**config.mk**
```make
export PLATFORM = sky130hd
export DESIGN_NAME = status_service_request_logic
export DESIGN_NICKNAME = d
export VERILOG_FILES = /design/src/status_pkg.sv /design/src/status_service_request_logic.sv
export SDC_FILE = /design/constraint.sdc
export NUM_CORES = 1
export LEC_CHECK = 0
export BUFFER_PORTS_ARGS = -buffer_cell sky130_fd_sc_hd__buf_2
export CAP_MARGIN = 0
export CORE_UTILIZATION = 51
export DETAILED_ROUTE_END_ITERATION = 10
export GPL_TIMING_DRIVEN = 0
export PLACE_DENSITY = 0.77
export RECOVER_POWER = 50
export SYNTH_ARGS = -nofsm -noshare
export SYNTH_HDL_FRONTEND = slang
export SYNTH_SLANG_ARGS = --single-unit
```
**constraint.sdc**
```tcl
create_clock -name core_clk -period 8.2 [get_ports core_clk]
set_input_delay 1.64 -clock core_clk [delete_from_list [all_inputs] [get_ports core_clk]]
set_output_delay 1.64 -clock core_clk [all_outputs]
set_load 0.005 [all_outputs]
```
**src/status_pkg.sv**
```systemverilog
/*
 holds the register offsets, field positions, reset values and carriers
 of the status and service request block.
 assumes a single 250 MHz core clock and a plain strobe register port.
*/
package status_pkg;

   // register word offsets on the plain port
   localparam logic [3:0] STATUS_BYTE_OFS   = 4'h0;  // read: status byte (query form)
   localparam logic [3:0] SERVICE_EN_OFS    = 4'h1;  // rw: status byte enable mask
   localparam logic [3:0] STD_EVENT_OFS     = 4'h2;  // read clears: standard event
   localparam logic [3:0] STD_ENABLE_OFS    = 4'h3;  // rw: standard event enable
   localparam logic [3:0] QUESTIONABLE_SUMMARY_COND_OFS     = 4'h4;  // read: live regulation state
   localparam logic [3:0] QUESTIONABLE_SUMMARY_EVENT_OFS    = 4'h5;  // read clears: questionable event
   localparam logic [3:0] QUESTIONABLE_SUMMARY_ENABLE_OFS   = 4'h6;  // rw: questionable enable
   localparam logic [3:0] POWER_CLEAR_OFS   = 4'h7;  // rw: power-on clear setting
   localparam logic [3:0] ERROR_QUEUE_OFS   = 4'h8;  // read pops: error queue head
   localparam logic [3:0] ERROR_COUNT_OFS   = 4'h9;  // read: error queue fill
   localparam logic [3:0] COMMAND_OFS       = 4'ha;  // write: command code
   localparam logic [3:0] SERIAL_POLL_OFS   = 4'hb;  // read: serial poll status byte

   // command codes written to the command register
   localparam logic [7:0] CMD_CLEAR_STATUS  = 8'h01;
   localparam logic [7:0] CMD_OPC           = 8'h02;
   localparam logic [7:0] CMD_OPC_QUERY     = 8'h03;
   localparam logic [7:0] CMD_WAIT          = 8'h04;
   localparam logic [7:0] CMD_STB_QUERY     = 8'h05;

   // status byte bit positions
   localparam int QUESTIONABLE_SUMMARY_SUM_BIT    = 3;
   localparam int MSG_WAIT_BIT    = 4;
   localparam int STD_SUM_BIT     = 5;
   localparam int SERVICE_BIT     = 6;

   // standard event bit positions
   localparam int OPC_BIT         = 0;
   localparam int QUERY_ERR_BIT   = 2;
   localparam int DEVICE_ERR_BIT  = 3;
   localparam int EXEC_ERR_BIT    = 4;
   localparam int CMD_ERR_BIT     = 5;
   localparam int POWER_ON_BIT    = 7;
   localparam logic [7:0] STD_USED_MASK  = 8'hbd;
   localparam logic [7:0] STB_SUM_MASK   = 8'h38;

   // questionable condition values
   localparam logic [1:0] REG_OFF    = 2'h0;
   localparam logic [1:0] REG_CC     = 2'h1;
   localparam logic [1:0] REG_CV     = 2'h2;
   localparam logic [1:0] REG_FAIL   = 2'h3;

   // error queue geometry and reset values
   localparam int          ERR_DEPTH   = 20;
   localparam logic [4:0]  ERR_LAST    = 5'h13;
   localparam logic [4:0]  ERR_FULL    = 5'h14;
   localparam logic [15:0] ERR_NONE    = 16'h0000;
   localparam logic [7:0]  OPC_ANSWER  = 8'h01;
   localparam logic [15:0] ZERO_WORD   = 16'h0000;

   // command sequencer states
   typedef enum logic [1:0] {
      SEQ_IDLE,
      SEQ_WAIT_DONE,
      SEQ_WAIT_SPACE
   } seq_state_e;

   // inputs that report instrument events
   typedef struct packed {
      logic [1:0] regulation;   // live constant_current / constant_voltage state
      logic       query_error_flag;
      logic       device_error_flag;
      logic       execution_error_flag;
      logic       command_error_flag;
      logic       error_push;     // one-cycle pulse with error_code
      logic [15:0] error_code;
      logic       ops_pending;    // instrument operations still running
      logic       triggered_mode;
      logic       msg_in_buffer;  // output buffer holds response data
      logic       buffer_full;    // output buffer cannot take another response
   } event_in_s;

   // all state of the block except the error queue storage
   typedef struct packed {
      seq_state_e  seq;
      logic [7:0]  pending_cmd;
      logic [7:0]  std_event;
      logic [7:0]  std_enable;
      logic [7:0]  srv_enable;
      logic [1:0]  questionable_summary_event;
      logic [1:0]  questionable_summary_enable;
      logic        power_clear;
      logic        service;
      logic        srq;
      logic        first_cycle;
      logic [15:0] rdata;
      logic        busy;
      logic        resp_valid;
      logic [7:0]  resp_data;
      logic        err_ind;
      logic [4:0]  err_head;
      logic [4:0]  err_count;
   } status_state_s;

endpackage

```
**src/status_service_request_logic.sv**
```systemverilog
/*
 holds the status byte, event and enable registers, error queue, service
 request generation and command ordering of the remote interface.
 assumes synchronous event inputs, a master that never holds read and
 write strobes together, and a retained power-on clear bit restored
 through power_clear_saved at reset release.
*/
// The plain strobed port and the register addresses were decided locally.
// Notes on behaviour
// - status byte enable gates service request
// - service flag drives srq to controller
// - service cleared by poll or event read
// - poll returns byte, clears only service
// - byte query keeps service, waits ordering
// - message waiting follows output buffer data
// - twenty entry error queue, oldest first
// - questionable condition is live regulation state
// - questionable event latches, clears on read
// - questionable enable gates questionable summary
// - clear status clears events and byte
// - standard enable gates standard summary
// - standard event read returns used bits only
// - opc sets bit zero after queue drains
// - opc query returns one after execution
// - power clear setting resets masks at power
// - full output buffer stalls command processing
// - wait holds commands in triggered mode
// - status byte bits three to six
// - standard event bit layout, unused zero
// - standard read clears event and summary
`timescale 1ns/100ps
`default_nettype none
module status_service_request_logic
   import status_pkg::*;
(
   input  wire logic        core_clk,
   input  wire logic        rst_b,
   input  wire logic [3:0]  addr,
   input  wire logic [15:0] wdata,
   input  wire logic        wr_stb,
   input  wire logic        rd_stb,
   output logic [15:0]      rdata,
   input  wire event_in_s   events,
   input  wire logic        power_clear_saved,
   output logic             srq,
   output logic             cmd_busy,
   output logic             resp_valid,
   output logic [7:0]       resp_data,
   output logic             error_indicator
);

   status_state_s st_r;       // registered state
   status_state_s st_nxt;     // next state

   logic [15:0] err_mem_r [ERR_DEPTH];   // error queue storage
   logic [4:0]  err_tail;                // write slot of error queue
   logic [5:0]  tail_sum;                // unwrapped write slot, one bit spare for head + count
   logic        err_pop;                 // error queue read this cycle
   logic        err_push_ok;             // error accepted into queue
   logic        questionable_summary_sum;                // questionable summary
   logic        std_sum;                 // standard event summary
   logic [7:0]  stb_live;                // status byte without service bit
   logic [7:0]  stb_full;                // status byte with service bit
   logic        srv_cause;               // masked summary request
   logic        cmd_wr;                  // command register written
   logic [7:0]  cmd_now;                 // command to execute this cycle
   logic        cmd_go;                  // command may execute now

   // live summary bits and status byte
   always_comb begin
      questionable_summary_sum = |(st_r.questionable_summary_event & st_r.questionable_summary_enable);
      std_sum  = |(st_r.std_event & st_r.std_enable & STD_USED_MASK);
      stb_live = 8'h00;
      stb_live[QUESTIONABLE_SUMMARY_SUM_BIT] = questionable_summary_sum;
      stb_live[MSG_WAIT_BIT] = events.msg_in_buffer;
      stb_live[STD_SUM_BIT]  = std_sum;
      stb_full = stb_live;
      stb_full[SERVICE_BIT]  = st_r.service;
      srv_cause = |(stb_live & st_r.srv_enable & STB_SUM_MASK);
   end

   // error queue pointers
   always_comb begin
      err_pop     = rd_stb && (addr == ERROR_QUEUE_OFS) && (st_r.err_count != 5'h00);
      err_push_ok = events.error_push && ((st_r.err_count != ERR_FULL) || err_pop);
      // head 19 plus count 20 reaches 39, so the sum must not wrap at 5 bits
      tail_sum    = {1'b0, st_r.err_head} + {1'b0, st_r.err_count};
      err_tail    = (tail_sum > {1'b0, ERR_LAST}) ? 5'(tail_sum - {1'b0, ERR_FULL}) :
                    tail_sum[4:0];
   end

   // error queue storage, one slot per generate entry
   for (genvar i = 0; i < ERR_DEPTH; i++) begin : g_err
      always_ff @(posedge core_clk) begin
         if (err_push_ok && (err_tail == 5'(i))) begin
            err_mem_r[i] <= events.error_code;
         end
      end
   end

   // command selection: a new write or the held one
   always_comb begin
      cmd_wr  = wr_stb && (addr == COMMAND_OFS);
      cmd_now = (st_r.seq == SEQ_IDLE) ? wdata[7:0] : st_r.pending_cmd;
      cmd_go  = !events.buffer_full &&
                !(events.ops_pending &&
                  ((cmd_now == CMD_OPC) || (cmd_now == CMD_OPC_QUERY) ||
                   (cmd_now == CMD_STB_QUERY) ||
                   ((cmd_now == CMD_WAIT) && events.triggered_mode)));
   end

   // next state of the block except the error queue storage
   always_comb begin
      st_nxt = st_r;
      st_nxt.resp_valid  = 1'b0;
      st_nxt.first_cycle = 1'b0;
      st_nxt.rdata       = ZERO_WORD;

      // register reads with their side effects
      if (rd_stb) begin
         case (addr)
            STATUS_BYTE_OFS: st_nxt.rdata = {8'h00, stb_full};
            SERIAL_POLL_OFS: begin
               st_nxt.rdata   = {8'h00, stb_full};
               st_nxt.service = 1'b0;
            end
            SERVICE_EN_OFS:  st_nxt.rdata = {8'h00, st_r.srv_enable};
            STD_EVENT_OFS: begin
               st_nxt.rdata     = {8'h00, st_r.std_event & STD_USED_MASK};
               st_nxt.std_event = 8'h00;
               if (st_r.srv_enable[STD_SUM_BIT] && std_sum) begin
                  st_nxt.service = 1'b0;
               end
            end
            STD_ENABLE_OFS:  st_nxt.rdata = {8'h00, st_r.std_enable};
            QUESTIONABLE_SUMMARY_COND_OFS:   st_nxt.rdata = {14'h0000, events.regulation};
            QUESTIONABLE_SUMMARY_EVENT_OFS: begin
               st_nxt.rdata      = {14'h0000, st_r.questionable_summary_event};
               st_nxt.questionable_summary_event = 2'h0;
               if (st_r.srv_enable[QUESTIONABLE_SUMMARY_SUM_BIT] && questionable_summary_sum) begin
                  st_nxt.service = 1'b0;
               end
            end
            QUESTIONABLE_SUMMARY_ENABLE_OFS: st_nxt.rdata = {14'h0000, st_r.questionable_summary_enable};
            POWER_CLEAR_OFS: st_nxt.rdata = {15'h0000, st_r.power_clear};
            ERROR_QUEUE_OFS: begin
               st_nxt.rdata = (st_r.err_count != 5'h00) ? err_mem_r[st_r.err_head] : ERR_NONE;
               if (err_pop) begin
                  st_nxt.err_head = (st_r.err_head == ERR_LAST) ? 5'h00 :
                                    5'(st_r.err_head + 5'h01);
               end
            end
            ERROR_COUNT_OFS: st_nxt.rdata = {11'h000, st_r.err_count};
            default:         st_nxt.rdata = ZERO_WORD;   // unmapped reads zero
         endcase
      end

      // mask and setting writes
      if (wr_stb) begin
         case (addr)
            SERVICE_EN_OFS:  st_nxt.srv_enable  = wdata[7:0] & STB_SUM_MASK;
            STD_ENABLE_OFS:  st_nxt.std_enable  = wdata[7:0] & STD_USED_MASK;
            QUESTIONABLE_SUMMARY_ENABLE_OFS: st_nxt.questionable_summary_enable = wdata[1:0];
            POWER_CLEAR_OFS: st_nxt.power_clear = wdata[0];
            default: ;
         endcase
      end

      // command sequencing: execute now or hold until allowed
      if ((cmd_wr && (st_r.seq == SEQ_IDLE)) || (st_r.seq != SEQ_IDLE)) begin
         if (cmd_go) begin
            st_nxt.seq = SEQ_IDLE;
            case (cmd_now)
               CMD_CLEAR_STATUS: begin
                  st_nxt.std_event  = 8'h00;
                  st_nxt.questionable_summary_event = 2'h0;
                  st_nxt.service    = 1'b0;
                  st_nxt.err_count  = 5'h00;
                  st_nxt.err_head   = err_tail;  // a push in this cycle becomes the head
               end
               CMD_OPC:       st_nxt.std_event[OPC_BIT] = 1'b1;
               CMD_OPC_QUERY: begin
                  st_nxt.resp_valid = 1'b1;
                  st_nxt.resp_data  = OPC_ANSWER;
               end
               CMD_STB_QUERY: begin
                  st_nxt.resp_valid = 1'b1;
                  st_nxt.resp_data  = stb_full;
               end
               default: ;   // wait and unknown codes only order the stream
            endcase
         end else begin
            st_nxt.pending_cmd = cmd_now;
            st_nxt.seq = events.buffer_full ? SEQ_WAIT_SPACE : SEQ_WAIT_DONE;
         end
      end

      // hardware events latch; set wins over any clear above
      if (events.query_error_flag)     st_nxt.std_event[QUERY_ERR_BIT]  = 1'b1;
      if (events.device_error_flag)    st_nxt.std_event[DEVICE_ERR_BIT] = 1'b1;
      if (events.execution_error_flag) st_nxt.std_event[EXEC_ERR_BIT]   = 1'b1;
      if (events.command_error_flag)   st_nxt.std_event[CMD_ERR_BIT]    = 1'b1;
      if (st_r.first_cycle)            st_nxt.std_event[POWER_ON_BIT]   = 1'b1;
      st_nxt.questionable_summary_event = st_nxt.questionable_summary_event | events.regulation;

      // error queue occupancy
      if (err_push_ok && !err_pop) begin
         st_nxt.err_count = 5'(st_nxt.err_count + 5'h01);
      end else if (err_pop && !err_push_ok && (st_nxt.err_count != 5'h00)) begin
         st_nxt.err_count = 5'(st_nxt.err_count - 5'h01);   // clear status may have emptied it
      end
      st_nxt.err_ind = (st_nxt.err_count != 5'h00);

      // service flag sets on a fresh masked summary
      if (srv_cause && !st_r.srq) begin
         st_nxt.service = 1'b1;
      end
      st_nxt.srq  = srv_cause;
      st_nxt.busy = (st_nxt.seq != SEQ_IDLE);

      // power-up mask handling from retained setting
      if (st_r.first_cycle) begin
         st_nxt.power_clear = power_clear_saved;
         if (power_clear_saved) begin
            st_nxt.srv_enable = 8'h00;
            st_nxt.std_enable = 8'h00;
         end
      end
   end

   // state register; first_cycle marks power-up
   always_ff @(posedge core_clk) begin
      if (!rst_b) begin
         st_r <= '0;
         st_r.seq <= SEQ_IDLE;
         st_r.first_cycle <= 1'b1;
         // service and standard enable masks are retained storage; the power-up step clears them only
         // when the saved setting asks for it
         st_r.srv_enable <= st_r.srv_enable;
         st_r.std_enable <= st_r.std_enable;
      end else begin
         st_r <= st_nxt;
      end
   end

   // outputs straight from state flops
   assign rdata           = st_r.rdata;
   assign srq             = st_r.service;
   assign cmd_busy        = st_r.busy;
   assign resp_valid      = st_r.resp_valid;
   assign resp_data       = st_r.resp_data;
   assign error_indicator = st_r.err_ind;

endmodule
`default_nettype wire

```
==> results of run 1 <==
[metrics by stage]
stage	utilization (%)	worst slack [ns]	power, W	std cells	hold slack (ns)
finish	59.53	3.126	0.004132	1512	0.4538
global route	59.53	2.946	0.004230	1512	0.4718
CTS	59.65	3.308	0.004151	1512	0.4544
detailed placement	55.77	2.787	0.002452	1442	0.4477
global placement	54.40	2.462	0.002437	1422	0.4393
floorplan	-	3.541	0.002362	952	0.4322
[worst paths after layout]
path                             startpoint                           to  slack (ns)  cells after the start
hold / removal    resp_data[5]$_SDFFE_PN0P_    resp_data[5]$_SDFFE_PN0P_        0.45                      2
setup / recovery                    addr[1]   error_indicator$_SDFF_PN0_        3.13                     15
hold reg to reg   resp_data[5]$_SDFFE_PN0P_    resp_data[5]$_SDFFE_PN0P_        0.45                      2
setup reg to reg         st_r[1]$_SDFF_PN0_  err_mem_r[18][11]$_DFFE_PP_        4.05                     10
[cell type report]
| class | count | area share, % |
|---|---|---|
| buffer | 70 | 1.896 |
| inverter | 8 | 0.1603 |
| timing repair buffer | 88 | 3.653 |
| multi-input combinational | 480 | 25.05 |
| clock buffer | 49 | 5.629 |
| clock inverter | 21 | 0.8815 |
| tap | 402 | 2.684 |
| sequential | 394 | 60.05 |
[kinds of logic after synthesis]
family,Yosys count,share of synthesized area (%)
other,1,0.02305
AND/OR/NAND/NOR,207,6.329
XOR/XNOR,7,0.3768
flip-flops,394,69.15
multiplexers,142,16.29
adder cells (fa/ha/maj),9,0.7383
buffers and inverters,78,2.422
AO/OA/AOI/OAI,112,4.668
[flip-flops by register name (all words and copies together), names as in the netlist]
name	flops
st_r	49
error_indicator	1
resp_data	5
srq	1
err_mem_r	320
resp_valid	1
cmd_busy	1
rdata	16
[per-layer routing]
| metal | track usage [%] | routed length (microns) | vias up |
|---|---|---|---|
| met5 | 0 | 0 | - |
| met1 | 32.42 | 14920 | 4853 |
| met2 | 39.26 | 18880 | 567 |
| met4 | 8.855 | 1303 | 0 |
| li1 | - | - | 4046 |
| met3 | 4.810 | 3589 | 103 |
[power by group through the flow]
stage          registers, W  clock network (W)  logic [W]
2_1_floorplan       0.00226                  0   0.000103
3_3_place_gp        0.00226                  0   0.000174
3_5_place_dp        0.00226                  0   0.000188
4_1_cts             0.00222            0.00174   0.000191
5_1_grt             0.00223            0.00180   0.000204
6_report            0.00222            0.00172   0.000191
[cell usage after synthesis, drive strengths merged (6+ instances only)]
cell type    n  share of area [%]
edfxtp     336                 62
nor2        74                1.7
nand3       15               0.46
buf         41                1.6
o21ai       14               0.43
nand2       38               0.88
a21oi       34                1.0
ha           8               0.62
nand2b       6               0.23
mux2i       41                2.5
nor2b        6               0.23
nor3        16               0.49
a22oi        6               0.28
clkbuf      29               0.67
dfxtp       58                7.1
o22ai       11               0.42
mux4        98                 14
inv          8               0.18
nand3b       6               0.28
nor3b        8               0.37
and2        10               0.38
[critical path: stages]
cell and delay (ns):
buf_2 0.12, clkbuf_1 0.26, and3b_1 0.27, nand4_1 0.09, a221o_1 0.21, clkbuf_1 0.45, buf_1 0.43, nand2_1 0.14
ha_1 0.27, o21bai_1 0.18, a211o_1 0.37, a211o_1 0.25, a32oi_1 0.20, nor2_1 0.08, or4b_1 0.50
==> results_tabular.tex, run 1 <==
\begin{tabular}{lr}
\hline
Metric & Value \\
\hline
\multicolumn{2}{l}{\textbf{Global routing}} \\
Overall track demand over capacity in global routing & approximately a quarter \\
Global-route wire length before repair & 58,170 microns \\
Gr ovfl total & 0 \\
Maximum number of pins on one net before global-route repair & 21 \\
Number of antenna violations at the first check in global routing & 0 \\
Via count of the first global-routing pass & 9,503 \\
\multicolumn{2}{l}{\textbf{Power and ir drop}} \\
Worst VDD drop & 0.1299 mV \\
Clock Power Share & 41.5\% \\
Flop pwr share & 53.8\% \\
Power density over the cells & approximately 220 mW/mm\^{}2 \\
Switching power of the nets & 0.0008755 W \\
Switching share of power & 21.19\% \\
Cell-internal power & 0.003257 W \\
Combinational Power Share & 4.6\% \\
Leakage power total & between 6 and 7 nW \\
\multicolumn{2}{l}{\textbf{Die}} \\
\# rows & 65 \\
Core ar. & 0.03147 sq mm \\
Die height & 180.6 microns \\
Initial Util & around 52\% \\
Overall die area & about 0.033 sq mm \\
Die width & 180.6 microns \\
Ports & 80 \\
\multicolumn{2}{l}{\textbf{STA}} \\
Final Setup Violations & 0 \\
Post-layout minimum cycle time & 5.074 ns \\
F\_max & 0.1971 GHz \\
Setup repair after global routing missed its margin & false \\
Setup TNS after final layout & 0 ns \\
Worst Tran Pin Value & 1.540 ns \\
Hold violation count in the final report & 0 \\
Clock tree skew after final layout & 0.01615 ns \\
Final period utilization & 61.87\% \\
Final count of pins violating max slew & 9 \\
Worst slew margin & -3.488\% \\
\multicolumn{2}{l}{\textbf{Clocking}} \\
Hold-fix buffer count after cts & 0 \\
Total number of H-tree levels & 2 \\
Number of buffers on the longest clock path & 3 \\
Clock slew at the register clock pins of the worst setup and hold paths & 0.06 ns \\
Clk\_lat worst skew & between 0.5 and 0.6 ns \\
Number of buffers created by CTS & 39 \\
Gates resized, CTS repair & 0 \\
Clk Tree Root Cell & clkbuf\_16 \\
Clock tree from TritonCTS & done \\
Setup bufs post-CTS & 0 \\
Number of sinks on the clock net & 394 \\
\multicolumn{2}{l}{\textbf{Layout}} \\
Area growth syn-to-layout & 15.16\% \\
Number of antenna cells inserted & 0 \\
Top library cells by usage in the layout, fill and taps aside & 336 x edfxtp\_1, 98 x mux4\_2, 62 x clkbuf\_1 \\
Layout cell share with drive strength beyond 1 & 24.86\% \\
Fill cell count & roughly 2,300 \\
Net count of the finished layout & 1,142 \\
Most frequent standard cell in the layout excluding fill and tap cells & edfxtp\_1 \\
Register Area & 0.01125 sq mm \\
Multi-input gate area in the final layout & 0.004693 sq mm \\
Total non-filler cell area in the finished layout & between 0.015 and 0.02 sq mm \\
\multicolumn{2}{l}{\textbf{Placed design}} \\
Routability-driven placement congestion ratio & 0.9298 \\
Estimated wirelength of the detail-placed design & 24,640 microns \\
Input/output buffers & 68 \\
Placed inst area & 0.01755 sq mm \\
\multicolumn{2}{l}{\textbf{Detailed routing}} \\
Wirelength per Cell & around 26 microns \\
Violation count after the first detailed-routing iteration & 1,181 \\
Remaining design rule violation count & 0 \\
Drt total wl & between 30,000 and 40,000 microns \\
Antenna Nets Post-Route & 0 \\
First-pass iteration count of the detailed router & 6 \\
Via/cell ratio & 6.329 \\
Total vias in the final route & 9,569 \\
\multicolumn{2}{l}{\textbf{Synth}} \\
Sequential-to-total area share from yosys stat & 69.15\% \\
EDFF count, synth & around 340 \\
Synth unique cells & 65 \\
Proportion of synthesized flip-flops having asynchronous set or reset & 0\% \\
Synthesized cell area & around 0.016 sq mm \\
Synthesized instance count & 950 \\
\#FFs+latches synth & 394 \\
Count of warnings emitted by yosys & 0 \\
Top flip-flop cell by instance count after synthesis & edfxtp\_1 \\
Synth Area per Inst & 17.13 sq um \\
\multicolumn{2}{l}{\textbf{Outcome}} \\
Failing checks & max-capacitance violations, max-slew violations \\
Result of the run & finished with violations \\
\multicolumn{2}{l}{\textbf{Setup path}} \\
Data arrival, critical path & 5.47 ns \\
Data required time of the worst path & 8.60 ns \\
Endpoint class of the critical path & register \\
Critical path peak fanout & 10 \\
Startpoint kind of the worst setup timing path & primary input \\
Crit Path Category & in -> reg \\
\multicolumn{2}{l}{\textbf{Hold path}} \\
Path type of the worst min-delay path & reg -> reg \\
\multicolumn{2}{l}{\textbf{Flow run}} \\
Max-capacitance violation count & 1 \\
\hline
\end{tabular}
(Power assumes the default switching activity.)
==> run 2: changes to the inputs <==
==> constraint.sdc (replaced) <==
create_clock -name core_clk -period 5.3 [get_ports core_clk]
set_input_delay 1.06 -clock core_clk [delete_from_list [all_inputs] [get_ports core_clk]]
set_output_delay 1.06 -clock core_clk [all_outputs]
set_load 0.005 [all_outputs]
==> results_tabular.tex, run 2 (same netlist as run 1, synthesis figures left out) <==
\begin{tabular}{lr}
\hline
Metric & Value \\
\hline
\multicolumn{2}{l}{\textbf{Outcome}} \\
Result of the run & finished clean \\
\multicolumn{2}{l}{\textbf{Hold path}} \\
Path type of the worst min-delay path & reg -> reg \\
\multicolumn{2}{l}{\textbf{Clocking}} \\
Clk Tree Root Cell & clkbuf\_16 \\
Clk\_lat worst skew & 0.54 ns (about the same) \\
Number of buffers created by CTS & 39 (unchanged) \\
Total number of H-tree levels & 2 (unchanged) \\
Number of buffers on the longest clock path & 3 (unchanged) \\
Hold-fix buffer count after cts & 0 (unchanged) \\
Gates resized, CTS repair & 0 (unchanged) \\
Clock tree from TritonCTS & done \\
Clock slew at the register clock pins of the worst setup and hold paths & 0.06 ns (about the same) \\
Number of sinks on the clock net & 394 (unchanged) \\
Setup bufs post-CTS & 0 (unchanged) \\
\multicolumn{2}{l}{\textbf{Die}} \\
Overall die area & 0.03262 sq mm (unchanged) \\
Initial Util & 51.70\% (unchanged) \\
\# rows & 65 (unchanged) \\
Ports & 80 (unchanged) \\
Core ar. & 0.03147 sq mm (unchanged) \\
Die width & 180.6 microns (unchanged) \\
Die height & 180.6 microns (unchanged) \\
\multicolumn{2}{l}{\textbf{Detailed routing}} \\
Total vias in the final route & 9,551 (-0.19\%) \\
Violation count after the first detailed-routing iteration & 1,109 (-6.1\%) \\
Drt total wl & 38,730 microns (about the same) \\
Remaining design rule violation count & 0 (unchanged) \\
Wirelength per Cell & 25.61 microns (about the same) \\
First-pass iteration count of the detailed router & 8 (+2) \\
Antenna Nets Post-Route & 0 (unchanged) \\
Via/cell ratio & 6.317 (-0.19\%) \\
\multicolumn{2}{l}{\textbf{Layout}} \\
Number of flip-flops under the largest register name & 320 (unchanged) \\
Fraction of the core area covered by cells at the end of the flow & 59.53\% (unchanged) \\
Layout cell share with drive strength beyond 1 & 24.86\% (unchanged) \\
Top reg by flops & err\_mem\_r \\
Fill cell count & 2,267 (unchanged) \\
Top library cells by usage in the layout, fill and taps aside & 336 x edfxtp\_1, 98 x mux4\_2, 62 x clkbuf\_1 \\
Most frequent standard cell in the layout excluding fill and tap cells & edfxtp\_1 \\
Number of antenna cells inserted & 0 (unchanged) \\
Net count of the finished layout & 1,142 (unchanged) \\
Area growth syn-to-layout & 15.16\% (unchanged) \\
Final std cells w/o fill & 1,512 (unchanged) \\
\multicolumn{2}{l}{\textbf{Setup path}} \\
CP max stage cell & or4b\_1 \\
Critical path peak fanout & 10 (unchanged) \\
Cell family contributing the most delay on the critical path & buffers and inverters \\
Data required time of the worst path & 5.70 ns (-2.90 ns) \\
Data arrival, critical path & 4.90 ns (-0.57 ns) \\
Crit Path Category & in -> reg \\
Endpoint class of the critical path & register \\
Cell-by-cell trace of the critical path & buf\_2, clkbuf\_1, and3b\_1, nand4\_1, a221o\_1, clkbuf\_1, buf\_1, nand2\_1, ha\_1, o21bai\_1, a211o\_1, a211o\_1, a32oi\_1, nor2\_1, or4b\_1 \\
Slowest stage delay, CP & 0.50 ns (about the same) \\
Worst path bufs/invs & 4 (unchanged) \\
Startpoint kind of the worst setup timing path & primary input \\
\multicolumn{2}{l}{\textbf{Placed design}} \\
Input/output buffers & 68 (unchanged) \\
Number of placed cells counting well taps & 1,442 (unchanged) \\
Estimated wirelength of the detail-placed design & 24,640 microns (unchanged) \\
Routability-driven placement congestion ratio & 0.9298 (unchanged) \\
\multicolumn{2}{l}{\textbf{STA}} \\
Hold violation count in the final report & 0 (unchanged) \\
Worst Tran Pin Value & 1.453 ns (-0.08737 ns) \\
Setup TNS after final layout & 0 ns (unchanged) \\
Worst Hold Margin & 0.4537 ns (-0.00008700 ns) \\
F\_max & roughly 0.22 GHz \\
Final period utilization & 85.02\% \\
Clock tree skew after final layout & 0.01898 ns (+0.002839 ns) \\
Worst slew margin & 2.382\% (+5.9 points) \\
Post-layout minimum cycle time & 4.506 ns \\
Final Setup Violations & 0 (unchanged) \\
Final count of pins violating max slew & 0 (-9) \\
Setup repair after global routing missed its margin & false \\
\multicolumn{2}{l}{\textbf{Power and ir drop}} \\
Clock Power Share & 41.5\% (about the same) \\
Flop pwr share & 53.8\% (about the same) \\
Switching power of the nets & 0.001353 W (+55\%) \\
Switching share of power & 21.17\% (about the same) \\
Worst VDD drop & 0.1985 mV (+53\%) \\
Power density over the cells & 341.1 mW/mm\^{}2 (+55\%) \\
Leakage power total & 6.111 nW (unchanged) \\
Combinational Power Share & 4.6\% (about the same) \\
Cell-internal power & 0.005038 W (+55\%) \\
\multicolumn{2}{l}{\textbf{Global routing}} \\
Global-route wire length before repair & 58,210 microns (about the same) \\
Number of antenna violations at the first check in global routing & 0 (unchanged) \\
Gr ovfl total & 0 (unchanged) \\
Overall track demand over capacity in global routing & 24.12\% (about the same) \\
Via count of the first global-routing pass & 9,478 (-0.26\%) \\
Maximum number of pins on one net before global-route repair & 21 (unchanged) \\
\multicolumn{2}{l}{\textbf{Flow run}} \\
Max-capacitance violation count & 0 (-1) \\
\hline
\end{tabular}
-- run 2: metal layers --
| layer | GRT usage [%] | wire, microns | vias to the layer above |
|---|---|---|---|
| met5 | 0 | 0 | - |
| met4 | 8.752 | 1344 | 0 |
| met1 | 32.58 | 14880 | 4812 |
| met3 | 4.729 | 3766 | 107 |
| li1 | - | - | 4048 |
| met2 | 39.24 | 18740 | 584 |
-- run 2: area by class of cell --
cell class	count	area [sq um]	area share (%)
well taps	402	503.0	2.684
repair buffers	88	684.4	3.653
clock inverters	21	165.2	0.8815
multi-input cells	480	4693	25.05
flip-flops and latches	394	11250	60.05
inverters	8	30.03	0.1603
clock buffers	49	1055	5.629
plain buffers	70	355.3	1.896
-- run 2: per-stage QoR --
step,power [W],setup WS (ns),area (sq um)
3_3_place_gp,0.003771,0.1425,17120
3_5_place_dp,0.003794,0.4671,17550
4_1_cts,0.006423,0.9881,18770
5_1_grt,0.006545,0.6262,18740
2_1_floorplan,0.003655,1.221,16280
6_report,0.006392,0.7942,18740
-- run 2: final timing paths --
check	slack [ns]	to	start	cells past startpoint
worst max-delay path	0.79	error_indicator$_SDFF_PN0_	addr[1]	15
worst min register to register	0.45	resp_data[5]$_SDFFE_PN0P_	resp_data[5]$_SDFFE_PN0P_	2
worst max register to register	1.18	err_mem_r[18][11]$_DFFE_PP_	st_r[1]$_SDFF_PN0_	10
worst min-delay path	0.45	resp_data[5]$_SDFFE_PN0P_	resp_data[5]$_SDFFE_PN0P_	2
-- run 2: tightest hold or removal path, stage by stage (launching register included) --
cell	delay, ns
dfxtp_1	0.31
nand2_1	0.05
a21oi_1	0.05
-- run 2: power by group through the flow --
stage          registers, W  logic, W  clock network, W
2_1_floorplan       0.00350  0.000160                 0
3_3_place_gp        0.00350  0.000269                 0
3_5_place_dp        0.00350  0.000291                 0
4_1_cts             0.00344  0.000295           0.00269
5_1_grt             0.00344  0.000316           0.00279
6_report            0.00344  0.000296           0.00265
